--- config.mk ---
export PLATFORM = sky130hd
export DESIGN_NAME = phy_port_mode_config
export DESIGN_NICKNAME = d
export VERILOG_FILES = /design/src/inc/phy_cfg_pkg.sv /design/src/rtl/phy_port_mode_config.sv
export SDC_FILE = /design/constraint.sdc
export NUM_CORES = 1
export LEC_CHECK = 0
export ABC_AREA = 0
export CORE_ASPECT_RATIO = 0.9
export CORE_UTILIZATION = 50
export CTS_BUF_LIST = sky130_fd_sc_hd__clkbuf_2
export CTS_CLUSTER_DIAMETER = 30
export DETAILED_ROUTE_END_ITERATION = 12
export DONT_BUFFER_PORTS = 1
export PLACE_DENSITY_LB_ADDON = 0.2
export RECOVER_POWER = 50
export SYNTH_ARGS = -nofsm -noshare
export SYNTH_HDL_FRONTEND = slang
export SYNTH_SLANG_ARGS = --single-unit
export TNS_END_PERCENT = 50
--- constraint.sdc ---
create_clock -name clk -period 12.3 [get_ports clk]
set_input_delay 1.23 -clock clk [delete_from_list [all_inputs] [get_ports clk]]
set_output_delay 1.23 -clock clk [all_outputs]
set_load 0.01 [all_outputs]
--- src/inc/phy_cfg_pkg.sv ---
// Purpose: Shared constants and carriers for the port mode configuration block.
// Assumes: 100 MHz clock, eight ports, 16-bit management registers.
// Notes:   Register offsets are word indexes on the plain register port.
package phy_cfg_pkg;

    localparam int NUM_PORTS = 8;                          // Ports in the device.
    localparam int HALF_PORTS = 4;                         // Ports per section.

    // Register map of the plain register port (index, 16-bit data).
    localparam logic [7:0] REG_STATUS = 8'h00;             // Global strapped state, read only.
    localparam logic [7:0] REG_PORT_CTRL = 8'h10;          // Per-port control, 0x10 + port.
    localparam logic [7:0] REG_PORT_STAT = 8'h20;          // Per-port status, 0x20 + port.

    // Bit positions in the per-port control register.
    localparam int BIT_FIBER = 0;                          // Fiber select.
    localparam int BIT_XOVER_FORCE = 8;                    // Crossover force value.
    localparam int BIT_XOVER_EN = 9;                       // Auto crossover enable.
    localparam int BIT_AN_EN = 12;                         // Auto-negotiation enable.
    localparam int BIT_FORCE_100 = 13;                     // Forced speed 100.
    localparam int BIT_FORCE_FULL = 14;                    // Forced full duplex.

    // Reset values.
    localparam logic [15:0] PORT_CTRL_RST = 16'h1200;      // Negotiate, auto crossover.
    localparam int STRAP_WAIT = 4;                         // Cycles before straps are latched.

    // Normal link pulse period, 16 ms nominal.
    localparam int LINK_PULSE_PERIOD_US = 16000;
    localparam int CLK_MHZ = 100;
    localparam int LINK_PULSE_CYCLES = LINK_PULSE_PERIOD_US * CLK_MHZ;

    typedef enum logic [1:0] {
        IFACE_RMII,
        IFACE_SMII,
        IFACE_SS_SMII,
        IFACE_NONE
    } iface_t;

    typedef enum logic [1:0] {
        XO_STRAIGHT,
        XO_CROSSED,
        XO_AUTO
    } xover_t;

    typedef enum logic [1:0] {
        LINE_TX100,
        LINE_FX100,
        LINE_T10
    } line_t;

    // Line symbols sent by one port.
    typedef enum logic [1:0] {
        SYM_SILENT,
        SYM_IDLE,
        SYM_DATA,
        SYM_PULSE
    } sym_t;

    // Per-port effective configuration as seen by the data path.
    typedef struct packed {
        logic   fiber;
        logic   speed100;
        logic   full_duplex;
        logic   an_active;
        xover_t xover;
        line_t  line;
    } port_mode_t;

    // Per-port line inputs after synchronisation.
    typedef struct packed {
        logic pulse_seen;
        logic idle_seen;
        logic tx_data;
    } port_line_t;

endpackage : phy_cfg_pkg

--- src/rtl/phy_port_mode_config.sv ---
// Purpose: Power-up strap sampling and per-port mode selection for an eight-port PHY.
// Assumes: Straps and line indications arrive asynchronously; registers are 16 bits.
// Notes:   Reads return data in the cycle after the read strobe.
// What this block does
// Sample straps at power-up; others negotiate
// Parallel detect: pulses mean 10, idles 100
// Half and full duplex at both speeds
// Section input splits into two four-port sections
// 100 copper sends idle symbols between frames
// 10 Mbps sends only link pulses when idle
// Crossover set by register field or pins
// Enable auto wins; else force picks straight/crossed
// Fiber bit one selects fiber mode
// Global fiber pin at reset sets all fiber
// Each port fiber bit written independently
// Fiber ports never negotiate
// MAC handles collisions for half-duplex fiber
// One MAC interface type for all ports
// Interface select sampled once at power-up
// Decode 00 RMII, 01 SMII, 10 SS-SMII
// Line decode follows fiber and speed
// Register bits numbered 0 to 15
// Reserved interface code leaves interface inactive
`timescale 1ns/100ps
module phy_port_mode_config
    import phy_cfg_pkg::*;
#(
    parameter int PULSE_CYC = LINK_PULSE_CYCLES            // Link pulse period in cycles.
) (
    input  wire logic                  clk,
    input  wire logic                  rst,
    input  wire logic [7:0]            reg_addr,
    input  wire logic [15:0]           reg_wdata,
    input  wire logic                  reg_wr,
    input  wire logic                  reg_rd,
    output logic [15:0]                reg_rdata,
    input  wire logic                  global_fiber_select_pin,
    input  wire logic                  iface_select_high,
    input  wire logic                  iface_select_low,
    input  wire logic                  section_pin,
    input  wire logic                  auto_crossover_enable,
    input  wire logic                  crossover_force_value,
    input  wire logic                  force_pin,
    input  wire logic                  force_100_pin,
    input  wire logic                  force_full_pin,
    input  wire logic [NUM_PORTS-1:0]  normal_link_pulse,
    input  wire logic [NUM_PORTS-1:0]  idle_detect,
    input  wire logic [NUM_PORTS-1:0]  tx_frame,
    output port_mode_t [NUM_PORTS-1:0] port_mode,
    output sym_t [NUM_PORTS-1:0]       line_sym,
    output iface_t                     iface_mode,
    output logic                       split_sections,
    output logic                       straps_done
);

    // Overview of operation.
    // The block keeps one 16-bit control word per port and a few global
    // straps. The port_mode outputs are derived from those words and the
    // parallel detect results combinationally, so a write shows on port_mode one cycle later.
    //
    // Strap sampling.
    // After reset the strap pins pass a two-stage synchroniser. A short
    // settling count lets the second stage fill with stable values before
    // they are latched. The latch happens once per reset; later pin
    // changes are ignored until the next reset.
    // Limitation: a strap that moves in the settling window is caught at
    // whatever level it shows on the latching edge.
    //
    // Register port.
    // Index 0x00 returns the latched global state. Indexes 0x10 to 0x17
    // hold the per-port control words and 0x20 to 0x27 return the
    // effective per-port mode. Other indexes read as zero and drop writes.
    // Read data come from a flip-flop and stand for one cycle only, which
    // keeps the read path short at the cost of one cycle of latency.
    //
    // Write protection.
    // Writes before the straps are latched are dropped on purpose. The
    // latch overwrites every control word, so an early write would be
    // lost anyway, and dropping it makes the outcome timing independent.
    //
    // Parallel detection.
    // A negotiating copper port facing a partner without negotiation
    // takes its speed from the line: steady idle symbols mean 100 Mbps
    // and link pulses mean 10 Mbps. Idles win when both appear at once,
    // so the faster reading is kept. The last result is held while the
    // line is quiet.
    //
    // Fiber ports.
    // A port whose fiber bit is set never negotiates and always runs at
    // 100 Mbps. Duplex still follows the forced duplex bit. Collisions
    // in half duplex are left to the attached MAC.
    //
    // Crossover.
    // The enable bit selects automatic crossover and then the force bit
    // is a don't care; otherwise the force bit picks straight or crossed.
    //
    // MAC interface.
    // One interface type applies to all ports. The reserved strap code
    // leaves the interface inactive rather than guessing a type.
    //
    // Sections.
    // The section strap only reports the split to the surrounding logic.
    // Both halves share this register file, so software that runs two
    // management buses must keep to its own four ports.
    //
    // Link pulse timer.
    // Each port has a free-running timer that marks one pulse per period.
    // The period is a parameter so that a bench can shorten it. The
    // timers of all ports run in step, which is harmless because each
    // port drives its own line.
    //
    // Reset.
    // Reset is asynchronous and active high. It restores the default
    // control word on every port, clears the parallel detect results and
    // marks the interface inactive until the straps are latched again.

    // Width of the link pulse counter.
    localparam int NW = $clog2(PULSE_CYC + 1);

    // All state of the block.
    typedef struct packed {
        logic [2:0][7:0]                  sync1;     // First sync stage, read by sync2 only.
        logic [2:0][7:0]                  sync2;     // Second sync stage of line inputs.
        logic [7:0]                       psync1;    // First sync stage of strap pins.
        logic [7:0]                       psync2;    // Second sync stage of strap pins.
        logic [3:0]                       wait_cnt;  // Settling count before latching.
        logic                             done;      // Straps latched.
        iface_t                           iface;     // Latched interface mode.
        logic                             split;     // Latched section split.
        logic [NUM_PORTS-1:0][15:0]       ctrl;      // Per-port control registers.
        logic [NUM_PORTS-1:0]             pd_100;    // Parallel detect result per port.
        logic [NUM_PORTS-1:0][NW-1:0]     pulse_cnt; // Link pulse timers.
        logic [15:0]                      rdata;     // Read data register.
    } state_t;

    state_t s_q;
    state_t s_d;

    // Decodes the interface strap pair into a mode.
    function automatic iface_t decode_iface(input logic hi, input logic lo);
        case ({hi, lo})
            2'b00:   decode_iface = IFACE_RMII;
            2'b01:   decode_iface = IFACE_SMII;
            2'b10:   decode_iface = IFACE_SS_SMII;
            default: decode_iface = IFACE_NONE;
        endcase
    endfunction : decode_iface

    // Effective crossover mode from enable and force bits.
    function automatic xover_t decode_xover(input logic en, input logic frc);
        if (en) begin
            decode_xover = XO_AUTO;
        end else if (frc) begin
            decode_xover = XO_CROSSED;
        end else begin
            decode_xover = XO_STRAIGHT;
        end
    endfunction : decode_xover

    // Global fiber strap, synchronised apart from the other straps.
    // It stays out of the shared strap vector so that its two stages can
    // be followed on their own; only the second stage feeds the latch.
    logic fiber_strap_q;   // Synchronised fiber strap.
    logic fiber_s1_q;      // First sync stage of the fiber strap.

    // Next-state logic for the whole block.
    always_comb begin
        logic [3:0]  pidx;
        logic [15:0] strap_ctrl;
        s_d = s_q;
        pidx = reg_addr[3:0];
        strap_ctrl = PORT_CTRL_RST;
        // Synchronisers: pins are asynchronous to clk.
        s_d.sync1 = {tx_frame, idle_detect, normal_link_pulse};
        s_d.sync2 = s_q.sync1;
        s_d.psync1 = {crossover_force_value, auto_crossover_enable, force_full_pin,
                      force_100_pin, force_pin, section_pin, iface_select_high,
                      iface_select_low};
        s_d.psync2 = s_q.psync1;
        // Straps are latched once, after the synchronisers have settled.
        if (!s_q.done) begin
            if (s_q.wait_cnt == 4'(STRAP_WAIT)) begin
                s_d.done = 1'b1;
                s_d.iface = decode_iface(s_q.psync2[1], s_q.psync2[0]);
                s_d.split = s_q.psync2[2];
                strap_ctrl[BIT_AN_EN] = ~s_q.psync2[3];
                strap_ctrl[BIT_FORCE_100] = s_q.psync2[4];
                strap_ctrl[BIT_FORCE_FULL] = s_q.psync2[5];
                strap_ctrl[BIT_XOVER_EN] = s_q.psync2[6];
                strap_ctrl[BIT_XOVER_FORCE] = s_q.psync2[7];
                strap_ctrl[BIT_FIBER] = fiber_strap_q;
                for (int p = 0; p < NUM_PORTS; p++) begin
                    s_d.ctrl[p] = strap_ctrl;
                end
            end else begin
                s_d.wait_cnt = s_q.wait_cnt + 4'h1;
            end
        end
        // Register writes: one port at a time, other ports untouched.
        if (reg_wr && s_q.done && reg_addr[7:4] == REG_PORT_CTRL[7:4] && pidx < 4'(NUM_PORTS)) begin
            s_d.ctrl[pidx[2:0]] = reg_wdata;
        end
        // Register reads, answered in the following cycle.
        s_d.rdata = 16'h0000;
        if (reg_rd) begin
            if (reg_addr == REG_STATUS) begin
                s_d.rdata = {12'h000, s_q.done, s_q.split, s_q.iface};
            end else if (reg_addr[7:4] == REG_PORT_CTRL[7:4] && pidx < 4'(NUM_PORTS)) begin
                s_d.rdata = s_q.ctrl[pidx[2:0]];
            end else if (reg_addr[7:4] == REG_PORT_STAT[7:4] && pidx < 4'(NUM_PORTS)) begin
                s_d.rdata = {8'h00, port_mode[pidx[2:0]]};
            end
        end
        // Parallel detection and link pulse timers per port.
        for (int p = 0; p < NUM_PORTS; p++) begin
            if (s_q.sync2[1][p]) begin
                s_d.pd_100[p] = 1'b1;
            end else if (s_q.sync2[0][p]) begin
                s_d.pd_100[p] = 1'b0;
            end
            if (s_q.pulse_cnt[p] == NW'(PULSE_CYC - 1)) begin
                s_d.pulse_cnt[p] = '0;
            end else begin
                s_d.pulse_cnt[p] = s_q.pulse_cnt[p] + NW'(1);
            end
        end
    end

    // Two-stage synchroniser for the fiber strap.
    always_ff @(posedge clk or posedge rst) begin
        if (rst) begin
            fiber_s1_q <= 1'b0;
            fiber_strap_q <= 1'b0;
        end else begin
            fiber_s1_q <= global_fiber_select_pin;
            fiber_strap_q <= fiber_s1_q;
        end
    end

    // State register.
    always_ff @(posedge clk or posedge rst) begin
        if (rst) begin
            s_q <= '0;
            for (int p = 0; p < NUM_PORTS; p++) begin
                s_q.ctrl[p] <= PORT_CTRL_RST;
            end
            s_q.iface <= IFACE_NONE;
        end else begin
            s_q <= s_d;
        end
    end

    // Per-port mode and line symbol outputs.
    generate
        for (genvar g = 0; g < NUM_PORTS; g++) begin : g_port
            logic fib;
            logic an;
            logic spd;
            assign fib = s_q.ctrl[g][BIT_FIBER];
            assign an = s_q.ctrl[g][BIT_AN_EN] & ~fib;
            // Negotiating copper ports use the parallel detect result.
            assign spd = fib | (an ? s_q.pd_100[g] : s_q.ctrl[g][BIT_FORCE_100]);
            always_comb begin
                port_mode[g].fiber = fib;
                port_mode[g].speed100 = spd;
                port_mode[g].full_duplex = s_q.ctrl[g][BIT_FORCE_FULL];
                port_mode[g].an_active = an;
                port_mode[g].xover = decode_xover(s_q.ctrl[g][BIT_XOVER_EN],
                                                  s_q.ctrl[g][BIT_XOVER_FORCE]);
                if (fib) begin
                    port_mode[g].line = LINE_FX100;
                end else if (spd) begin
                    port_mode[g].line = LINE_TX100;
                end else begin
                    port_mode[g].line = LINE_T10;
                end
                if (s_q.sync2[2][g]) begin
                    line_sym[g] = SYM_DATA;
                end else if (spd) begin
                    line_sym[g] = SYM_IDLE;
                end else if (s_q.pulse_cnt[g] == '0) begin
                    line_sym[g] = SYM_PULSE;
                end else begin
                    line_sym[g] = SYM_SILENT;
                end
            end
        end
    endgenerate

    assign reg_rdata = s_q.rdata;
    assign iface_mode = s_q.iface;
    assign split_sections = s_q.split;
    assign straps_done = s_q.done;

endmodule : phy_port_mode_config

==> results.sh <==
export IMPL_port_buffers=0
export IMPL_wirelength_mm=43.4
export IMPL_setup_viol=0
export IMPL_cts_resized=0
export IMPL_rows=65
export IMPL_avgSynthCellArea_um2=9.92
export IMPL_htreeDepth=3
export IMPL_cts_made_buffers=105
export IMPL_fin_tns_setup_ns=0
export IMPL_drtPass1Iterations=6
export IMPL_cts_setup_buffers=0
export IMPL_crit_cells=2
export IMPL_seq_area_frac_synth=0.544
export IMPL_core_area_mm2=0.0354
export IMPL_r2r_slack_ns=9.30
export IMPL_fmax_mhz=156
export IMPL_dpl_hpwl_mm=28.7
export IMPL_cts_root_buf="clkbuf_2"
export IMPL_ios=161
export IMPL_die_h_um=183
export IMPL_num_vias=13000
export IMPL_die_w_um=203
export IMPL_clkSlewWorstSetupHoldPaths_ns=0.11
export IMPL_ys_types=65
export IMPL_routed_via_density=5.49
export IMPL_initial_utilization=0.513
export IMPL_violations="capacitance limit, slew limit"
export IMPL_final_hold_viol_count=0
export IMPL_async_flop_share=1.00
export IMPL_routabilityCongestion=0.853
export IMPL_min_path_type="in2reg"
export IMPL_placedCellCount=2166
export IMPL_required_ns=12.65
export IMPL_vdd_drop_max_mv=0.0837
export IMPL_final_cells=2368
export IMPL_worst_setup_path_end_kind="async pin"
export IMPL_cpPeakStageDelay_ns=2.99
export IMPL_synth_cells=1830
export IMPL_antenna_found_initial=2
export IMPL_crit_family="buffers and inverters"
export IMPL_relSlewSlack=-2.65
export IMPL_grt_ovfl_total=0
export IMPL_drc=0
export IMPL_grt_pass1_wl_mm=69.5
export IMPL_synthesis_area_mm2=0.0182
export IMPL_synth_nets=1909
export IMPL_grt_pass1_vias=12600
export IMPL_cts_hold_buf=0
export IMPL_r2r_start="s_q[324]"
export IMPL_post_route_period_util=0.521
export IMPL_leakagePower_nw=8.50
export IMPL_clock_sinks=394
export IMPL_worstSetupPathType="in2async"
export IMPL_cp_start_kind="input pin"
export IMPL_ys_ff_latch=394
export IMPL_syn_to_final_growth_pct=5.37
export IMPL_r2r_end="s_q[236]"
export IMPL_dr_first_iter_drc_count=931
export IMPL_nets=1883
export IMPL_p_per_area_mw_per_mm2=134
export IMPL_critPathBufInv=2
export IMPL_cp_arrival_ns=6.76
export IMPL_rsz0062_at_grt="false"
export IMPL_multi_input_area_mm2=0.00715
export IMPL_crit_chain="clkinvlp_2, clkbuf_1"
export IMPL_cts_tree="built"
export IMPL_register_area_mm2=0.00988
export IMPL_worstSkewPairLatency_ns=1.02
export IMPL_max_cap_violations=2
export IMPL_design_die_area_mm2=0.0371
export IMPL_slew_violations=191
export IMPL_wl_per_cell_um=18.3
export IMPL_ant_nets=0
export IMPL_grt_usage=0.241
export IMPL_synth_enable_flop_cells=0
export IMPL_period_needed_ns=6.41
export IMPL_skew_ns=0.0779
export IMPL_clockBufferDepth=3
export IMPL_crit_fanout=128
export IMPL_drive_above_1_share=0.124
export IMPL_critPathSlowestCell="clkinvlp_2"
export IMPL_nFillCells=3266
export IMPL_startpoint="rst"
export IMPL_grt_max_degree=129
export IMPL_status="complete, but fails checks"
export IMPL_yosys_warnings=0
export IMPL_r2r_cells=8
export IMPL_cp_endpoint="s_q[299]"
export IMPL_tightestPinTransition_ns=5.45
export IMPL_synthFlopType="dfrtp_1"
[power by group]
group          internal (W)  switching [W]
Clock              0.000494       0.000560
Sequential          0.00134      0.0000449
Combinational     0.0000408      0.0000861
Total               0.00188       0.000691
[metal layers]
metal | routed length, um | track usage | part of all wire | vias to the layer above
met5 | 0 | 0 | 0 | -
met4 | 1450 | 0.0989 | 0.033 | 0
met3 | 2830 | 0.0609 | 0.065 | 90
met2 | 19900 | 0.374 | 0.46 | 415
met1 | 19200 | 0.324 | 0.44 | 6269
li1 | - | - | - | 6231
[registers in the layout, indices dropped and copies added (netlist names)]
name / cells
fiber_s1_q: 1
fiber_strap_q: 1
iface_mode: 2
port_mode: 16
reg_rdata: 16
s_d: 32
s_q: 324
split_sections: 1
straps_done: 1
[logic make-up after synthesis]
kind of cell,synth area share
muxes,0.0157
AOI/OAI and AO/OA,0.0983
DFF,0.544
buffers and inverters,0.0634
adders and majority gates,0.0124
xor gates and xnor gates,0.0670
and+or+nand+nor,0.199
[synthesized netlist by cell type (all sizes together) (34+ instances only)]
library cell	number	area (um2)
xnor2	86	753
o21ai	144	721
a21oi	64	320
nor2b	34	213
buf	129	856
nor3	44	225
dfrtp	376	9410
inv	54	203
nor2	128	483
nand3	73	365
xor2	53	464
nand4	41	269
nand2	281	1050
[cell usage in the layout (no fill, tap or decap), types with 23 or more instances in the layout]
cell type / synthesis / routed
a21oi_1: 64 / 64
and3_1: 23 / 23
clkbuf_2: 0 / 143
clkinv_1: 0 / 34
dfrtp_1: 376 / 376
inv_1: 54 / 53
nand2_1: 281 / 281
nand3_1: 73 / 73
nand4_1: 39 / 41
nor2_1: 127 / 120
nor2b_1: 34 / 34
nor3_1: 43 / 43
o21ai_0: 133 / 133
o22ai_1: 23 / 23
xnor2_1: 86 / 86
xor2_1: 53 / 53
[stage by stage]
step,instance area (um2),setup slack [ns],util,hold slack (ns),power (W)
after CTS,19200,8.21,0.541,0.0950,0.00260
after floorplan,18200,0.145,-,0.331,0.00152
after global placement,18000,8.59,0.509,0.332,0.00154
after global routing,19100,4.59,0.541,0.0943,0.00270
after detailed placement,18000,8.57,0.509,0.335,0.00154
final,19100,5.89,0.541,0.226,0.00257
[area by class of cell]
type | instances | area share
Antenna cell | 2 | 0.000262
Clock buffer | 143 | 0.0374
Clock inverter | 57 | 0.0231
Inverter | 54 | 0.0107
Multi-Input combinational cell | 1228 | 0.373
Sequential cell | 394 | 0.516
Tap cell | 469 | 0.0307
Timing Repair Buffer | 21 | 0.00804
[how the worst min path moves through the flow]
stage / start / end / slack (ns) / cells after the start
floorplan: fiber_s1_q / fiber_strap_q / 0.33 / 0
global placement: s_d[366] / s_q[366] / 0.33 / 0
detailed placement: s_d[330] / s_q[330] / 0.33 / 0
CTS: tx_frame[7] / s_d[367] / 0.09 / 0
global route: force_full_pin / s_d[333] / 0.09 / 0
finish: tx_frame[5] / s_d[365] / 0.23 / 0
(Power assumes the default switching activity.)
